`src/shared/masc_map.vh`:
```
// Register map constants for the converter sequence step configuration bank
`ifndef MASC_MAP_VH
`define MASC_MAP_VH

// ----------------------------------------------------------------
// Register indices and byte addresses (byte address = 4 * index)
// ----------------------------------------------------------------
`define MASC_STEP11_IDX      8'h9B
`define MASC_STEP12_IDX      8'h9C
`define MASC_STEP11_ADDR     12'h26C
`define MASC_STEP12_ADDR     12'h270

// ----------------------------------------------------------------
// Reset values
// ----------------------------------------------------------------
`define MASC_STEP11_RESET    16'h000B
`define MASC_STEP12_RESET    16'h000C

// ----------------------------------------------------------------
// Field positions
// ----------------------------------------------------------------
`define MASC_EN_BIT          15
`define MASC_GAIN_HI         14
`define MASC_GAIN_LO         13
`define MASC_NEG_BIT         4
`define MASC_POS_HI          3
`define MASC_POS_LO          0
`define MASC_WR_MASK         16'hE01F

// ----------------------------------------------------------------
// Positive input codes for internal sources
// ----------------------------------------------------------------
`define MASC_POS_TEMP        4'h8
`define MASC_POS_SHORT       4'h9
`define MASC_POS_DAC         4'hA
`define MASC_POS_IO_SUPPLY   4'hC
`define MASC_POS_ANALOG_POWER_RAIL        4'hE
`define MASC_POS_DIGITAL_POWER_RAIL        4'hF

// ----------------------------------------------------------------
// Negative input route encodings
// ----------------------------------------------------------------
`define MASC_NEG_GROUND      2'h0
`define MASC_NEG_EXT7        2'h1
`define MASC_NEG_AUTO        2'h2

`endif

```
`src/logic/masc_step_config.v`:
```
// Sequence step 11/12 configuration registers with APB access and decode
//
// The APB register port was left to the implementer.
`timescale 1ns/100ps
`include "masc_map.vh"

// ----------------------------------------------------------------
// Per-step decoder
// ----------------------------------------------------------------
module masc_step_decode (
  input  wire        clk,          // System clock
  input  wire        rst,          // Synchronous reset
  input  wire [15:0] cfg,          // Stored step configuration
  output reg         enable,       // Step enabled
  output reg  [2:0]  gain_factor,  // Converter gain 1, 2 or 4
  output reg  [1:0]  neg_route,    // Ground, input seven or automatic
  output reg  [7:0]  ext_pos_sel,  // One-hot external positive input
  output reg  [5:0]  int_src_sel,  // One-hot internal source
  output reg         src_undefined // Code selects no defined source
);

  wire [3:0] pos = cfg[`MASC_POS_HI:`MASC_POS_LO];
  wire [1:0] gcode = cfg[`MASC_GAIN_HI:`MASC_GAIN_LO];
  reg  [5:0] int_next;

  always @* begin
    int_next = 6'h00;
    case (pos)
      `MASC_POS_TEMP:      int_next = 6'h01;
      `MASC_POS_SHORT:     int_next = 6'h02;
      `MASC_POS_DAC:       int_next = 6'h04;
      `MASC_POS_IO_SUPPLY: int_next = 6'h08;
      `MASC_POS_ANALOG_POWER_RAIL:      int_next = 6'h10;
      `MASC_POS_DIGITAL_POWER_RAIL:      int_next = 6'h20;
      default:             int_next = 6'h00;
    endcase
  end

  always @(posedge clk) begin
    if (rst) begin
      enable        <= 1'b0;
      gain_factor   <= 3'h1;
      neg_route     <= `MASC_NEG_GROUND;
      ext_pos_sel   <= 8'h00;
      int_src_sel   <= 6'h00;
      src_undefined <= 1'b0;
    end else begin
      enable <= cfg[`MASC_EN_BIT];
      case (gcode)
        2'h0:    gain_factor <= 3'h1;
        2'h1:    gain_factor <= 3'h2;
        default: gain_factor <= 3'h4;
      endcase
      // Internal sources override the negative select bit
      if (pos[3])
        neg_route <= `MASC_NEG_AUTO;
      else if (cfg[`MASC_NEG_BIT])
        neg_route <= `MASC_NEG_EXT7;
      else
        neg_route <= `MASC_NEG_GROUND;
      ext_pos_sel   <= pos[3] ? 8'h00 : (8'h01 << pos[2:0]);
      int_src_sel   <= int_next;
      // Unassigned codes route nothing and are flagged
      src_undefined <= pos[3] && (int_next == 6'h00);
    end
  end

endmodule // masc_step_decode

module masc_step_config (
  input  wire        clk,                  // System clock, 100 MHz
  input  wire        rst,                  // Synchronous reset
  input  wire        psel,                 // APB select
  input  wire        penable,              // APB enable
  input  wire        pwrite,               // APB direction
  input  wire [11:0] paddr,                // APB byte address
  input  wire [31:0] pwdata,               // APB write data
  input  wire [3:0]  pstrb,                // APB byte strobes
  output wire        pready,               // APB ready, no wait states
  output wire        pslverr,              // APB error, unmapped address
  output reg  [31:0] prdata,               // APB read data
  output wire        step11_enable,        // Step 11 enabled
  output wire [1:0]  step11_gain_sel,      // Step 11 raw gain code
  output wire        step11_neg_input_sel, // Step 11 raw negative select
  output wire [3:0]  step11_pos_input_sel, // Step 11 raw positive code
  output wire [2:0]  step11_gain_factor,   // Step 11 gain 1, 2 or 4
  output wire [1:0]  step11_neg_route,     // Step 11 negative route
  output wire [7:0]  step11_ext_pos_sel,   // Step 11 one-hot external
  output wire [5:0]  step11_int_src_sel,   // Step 11 one-hot internal
  output wire        step11_src_undefined, // Step 11 undefined code
  output wire        step12_enable,        // Step 12 enabled
  output wire [1:0]  step12_gain_sel,      // Step 12 raw gain code
  output wire        step12_neg_input_sel, // Step 12 raw negative select
  output wire [3:0]  step12_pos_input_sel, // Step 12 raw positive code
  output wire [2:0]  step12_gain_factor,   // Step 12 gain 1, 2 or 4
  output wire [1:0]  step12_neg_route,     // Step 12 negative route
  output wire [7:0]  step12_ext_pos_sel,   // Step 12 one-hot external
  output wire [5:0]  step12_int_src_sel,   // Step 12 one-hot internal
  output wire        step12_src_undefined  // Step 12 undefined code
);

  // ----------------------------------------------------------------
  // Bus decode
  // ----------------------------------------------------------------
  reg  [15:0] step11_reg;
  reg  [15:0] step12_reg;
  wire        hit11  = (paddr == `MASC_STEP11_ADDR);
  wire        hit12  = (paddr == `MASC_STEP12_ADDR);
  wire        access = psel && penable;
  wire        wr_en  = access && pwrite;
  wire [15:0] lane_mask = {{8{pstrb[1]}}, {8{pstrb[0]}}};
  // Reserved bits never take write data
  wire [15:0] wmask  = lane_mask & `MASC_WR_MASK;

  assign pready  = 1'b1;
  assign pslverr = access && !(hit11 || hit12);

  // ----------------------------------------------------------------
  // Configuration registers
  // ----------------------------------------------------------------
  always @(posedge clk) begin
    if (rst) begin
      step11_reg <= `MASC_STEP11_RESET;
      step12_reg <= `MASC_STEP12_RESET;
    end else if (wr_en) begin
      if (hit11)
        step11_reg <= (step11_reg & ~wmask) | (pwdata[15:0] & wmask);
      if (hit12)
        step12_reg <= (step12_reg & ~wmask) | (pwdata[15:0] & wmask);
    end
  end

  // ----------------------------------------------------------------
  // Read data, captured in the setup cycle
  // ----------------------------------------------------------------
  // No write can land between setup and access, so data stays current
  always @(posedge clk) begin
    if (rst)
      prdata <= 32'h0000_0000;
    else if (psel && !penable) begin
      if (paddr == `MASC_STEP11_ADDR)
        prdata <= {16'h0000, step11_reg & `MASC_WR_MASK};
      else if (paddr == `MASC_STEP12_ADDR)
        prdata <= {16'h0000, step12_reg & `MASC_WR_MASK};
      else
        prdata <= 32'h0000_0000;
    end
  end

  // ----------------------------------------------------------------
  // Raw field outputs and decoders
  // ----------------------------------------------------------------
  assign step11_enable        = step11_reg[`MASC_EN_BIT];
  assign step11_gain_sel      = step11_reg[`MASC_GAIN_HI:`MASC_GAIN_LO];
  assign step11_neg_input_sel = step11_reg[`MASC_NEG_BIT];
  assign step11_pos_input_sel = step11_reg[`MASC_POS_HI:`MASC_POS_LO];
  assign step12_enable        = step12_reg[`MASC_EN_BIT];
  assign step12_gain_sel      = step12_reg[`MASC_GAIN_HI:`MASC_GAIN_LO];
  assign step12_neg_input_sel = step12_reg[`MASC_NEG_BIT];
  assign step12_pos_input_sel = step12_reg[`MASC_POS_HI:`MASC_POS_LO];

  masc_step_decode u_dec11 (
    .clk           (clk),
    .rst           (rst),
    .cfg           (step11_reg),
    .enable        (),
    .gain_factor   (step11_gain_factor),
    .neg_route     (step11_neg_route),
    .ext_pos_sel   (step11_ext_pos_sel),
    .int_src_sel   (step11_int_src_sel),
    .src_undefined (step11_src_undefined)
  );

  masc_step_decode u_dec12 (
    .clk           (clk),
    .rst           (rst),
    .cfg           (step12_reg),
    .enable        (),
    .gain_factor   (step12_gain_factor),
    .neg_route     (step12_neg_route),
    .ext_pos_sel   (step12_ext_pos_sel),
    .int_src_sel   (step12_int_src_sel),
    .src_undefined (step12_src_undefined)
  );

endmodule // masc_step_config

```
`config.mk`:
```
export PLATFORM = sky130hd
export DESIGN_NAME = masc_step_config
export DESIGN_NICKNAME = d
export VERILOG_FILES = /design/src/logic/masc_step_config.v
export VERILOG_INCLUDE_DIRS = /design/src /design/src/shared
export SDC_FILE = /design/constraint.sdc
export NUM_CORES = 1
export LEC_CHECK = 0
export ABC_AREA = 1
export BUFFER_PORTS_ARGS = -buffer_cell sky130_fd_sc_hd__buf_4
export CORE_ASPECT_RATIO = 1.5
export CORE_MARGIN = 2
export CORE_UTILIZATION = 35
export DETAILED_ROUTE_END_ITERATION = 16
export PLACE_DENSITY = 0.66
export SYNTH_ARGS = -nofsm -noshare
export SYNTH_HDL_FRONTEND = slang
export SYNTH_SLANG_ARGS = --single-unit
```
`constraint.sdc`:
```
create_clock -name clk -period 2.8 [get_ports clk]
set_input_delay 0.56 -clock clk [delete_from_list [all_inputs] [get_ports clk]]
set_output_delay 0.56 -clock clk [all_outputs]
set_load 0.01 [all_outputs]
```
==> flow_metrics.py <==
metrics = {
    "outcome": {
        "status": "finished, final reports clean",
    },
    "sta": {
        "min_period_ns": 1.93,
        "fin_setup_tns_ns": 0,
        "max_freq_mhz": 517,
        "fin_hold_ws_ns": 0.452,
        "rsz0062_at_grt": "no",
        "setup_viol": 0,
        "timing.final.crit_share_pct": 69.0,
        "worst_clock_skew_ns": 0.00744,
        "finalHoldViolCount": 0,
        "slew_violations": 0,
        "timing.slew.headroom_pct": 64.2,
        "tightest_slew_ns": 0.534,
    },
    "floorplan": {
        "die_h_um": 108,
        "die_area_um2": 7920,
        "num_rows": 37,
        "core_area_um2": 6940,
        "io_pins": 143,
        "fp.dieW_um": 73.3,
        "start_util_pct": 36.3,
    },
    "power_and_ir_drop": {
        "power_density_nw_per_um2": 592,
        "power.share.clock_pct": 48.5,
        "ir_worst_vdd_uv": 298,
        "switchingPower_w": 0.000461,
        "internal_power_w": 0.00157,
        "leakagePower_nw": 1.82,
        "seq_power_share_pct": 45.4,
        "p_comb_share_pct": 6.1,
        "swShare_pct": 22.7,
    },
    "synth": {
        "yosys-mux-area-fraction_pct": 0,
        "synthTopCellsByArea": "dfxtp_1 (51%), nor2_1 (12%), nand2_1 (12%)",
        "ys.warnings.count": 0,
        "netlist_area_um2": 2520,
        "postSynthCellCount": 333,
        "synth_top_area_share_pct": 50.8,
        "synth_edf_count": 0,
        "synth_cell_type_count": 20,
        "synth_top_family_by_area": "simple AND/OR/NAND/NOR gates",
        "async_flop_share_pct": 0,
        "synth_compound_area_share_pct": 0.892,
        "yosysTopAreaCell": "dfxtp_1",
        "yosys-top-cells-count": "nor2_1 (81), nand2_1 (79), dfxtp_1 (64), inv_1 (36), buf_4 (25)",
        "synth_flop_cell": "dfxtp_1",
        "synth.avg_cell_area_um2": 7.58,
        "yosysMostFrequentCell": "nor2_1",
        "yosys.area_share.adder_pct": 0,
        "ys_ff_latch": 64,
        "yosys.area_share.xor_xnor_pct": 0,
        "synth-simple-area-share_pct": 33.5,
        "yosysSeqAreaShare_pct": 50.8,
    },
    "final_layout": {
        "finalInstanceArea_um2": 3430,
        "nets": 483,
        "final_util_pct": 49.4,
        "drive_above_1_share_pct": 27.8,
        "area_delta_synth_final_pct": 36.0,
        "final_cells": 513,
        "diodes": 0,
    },
    "route": {
        "ant_nets": 0,
        "drtIter0Drc": 95,
        "vias_per_cell": 4.48,
        "drcViolationCount": 0,
        "routedWlPerCell_um": 11.9,
        "drt_wl_total_mm": 6.11,
        "vias": 2296,
        "firstDrtPassIters": 4,
    },
    "worst_setup_path": {
        "worstPathRequired_ns": 2.24,
        "crit_path_start": "paddr[8]",
        "path_max_fanout": 3,
        "cp-end-kind": "primary output",
        "rr_endpoint": "u_dec11.src_undefined",
        "crit_type": "in -> out",
        "cp.arrival_ns": 1.37,
        "rrSetupSlack_ns": 1.75,
        "r2r_cells": 4,
        "cp-start-kind": "primary input",
    },
    "placed_design": {
        "hpwl_mm": 4.61,
        "placed_cell_area_um2": 3180,
        "portBuffers": 91,
        "dp.cells": 497,
        "place.gp.congestion": 0.850,
    },
    "global_route": {
        "grtUsageTotal_pct": 15.9,
        "grt_pass1_wl_mm": 9.45,
        "antenna_found_initial": 0,
        "overflow": 0,
        "grt_max_degree": 20,
        "first_global_vias": 2150,
    },
    "run": {
        "drv_cap": 0,
    },
    "clock_network": {
        "h-tree-depth": 3,
        "cts.clk_slew.worst_paths_ns": 0.08,
        "cts_tree": "yes",
        "cts_resized": 0,
        "root_buffer": "clkbuf_8",
        "cts_sinks": 64,
        "clock_latency_ns": 0.34,
        "post-cts-setup-buffers": 0,
        "cts_buffer_depth": 2,
        "hold_buffers": 0,
        "cts_made_buffers": 9,
    },
    "min_path": {
        "hp-start": "pwdata[4]",
        "hold_class": "in -> reg",
        "min_delay_path_depth": 3,
    },
}
==> cell type report <==
type                       instances  area (um^2)
sequential                        64         1280
timing repair buffer              94          706
multi-input combinational        224          961
inverter                          37          139
fill                             701         3510
tap                               78         97.6
clock buffer                       9          124
clock inverter                     7          125
==> how the worst max path moves through the flow <==
stage               depth (start not counted)       to  slack (ns)
global route                                8  pslverr        0.82
detailed placement                          8  pslverr        0.85
CTS                                         8  pslverr        0.84
floorplan                                   7  pslverr        0.95
global placement                            8  pslverr        0.87
finish                                      8  pslverr        0.87
==> placed cells by master (no fill, tap or decap) <==
cell type / count
buf_4: 94
bufinv_16: 3
clkbuf_8: 9
clkinv_1: 1
clkinv_4: 1
conb_1: 25
dfxtp_1: 64
inv_1: 36
inv_6: 3
nand2_1: 79
nand2_2: 1
nand3_1: 14
nand4_1: 5
nand4_2: 4
nor2_1: 81
nor2_2: 1
nor2_4: 4
nor3_1: 5
nor3_2: 1
o21ai_0: 2
o22ai_1: 2
==> cell families after synthesis <==
| family | Yosys count |
|---|---|
| AND/OR/NAND/NOR | 195 |
| buffers and inverters | 68 |
| flip-flops | 64 |
| AO/OA/AOI/OAI | 4 |
| other | 2 |
==> power by group through the flow <==
stage,clock network (W),registers (W),logic (W)
after global routing,0.00103,0.000924,0.000138
final,0.000986,0.000923,0.000124
after floorplan,0,0.000949,0.0000831
after CTS,0.00100,0.000924,0.000125
after global placement,0,0.000945,0.000122
after detailed placement,0,0.000945,0.000125
==> routing by layer <==
layer | vias up | wire length (um) | part of all wire (%) | track usage (%)
li1 | 1152 | - | - | -
met1 | 1029 | 2210 | 36 | 14.8
met2 | 101 | 3230 | 53 | 29.6
met3 | 14 | 517 | 8.5 | 6.15
met4 | 0 | 150 | 2.5 | 7.27
met5 | - | 0 | 0 | 0
==> through the flow <==
step                      total power, W  setup slack, ns
after detailed placement         0.00107            0.846
final                            0.00203            0.867
after floorplan                  0.00103            0.955
after global placement           0.00107            0.866
after CTS                        0.00205            0.841
after global routing             0.00209            0.816
==> worst max-delay path, stage by stage <==
cell and delay (ns):
buf_4 0.11, inv_1 0.05, nand2_1 0.07, nor2_4 0.16
nand2_2 0.11, nor2_4 0.10, nor3_1 0.06, buf_4 0.15
Note: power is estimated with default switching activity, not from simulation.
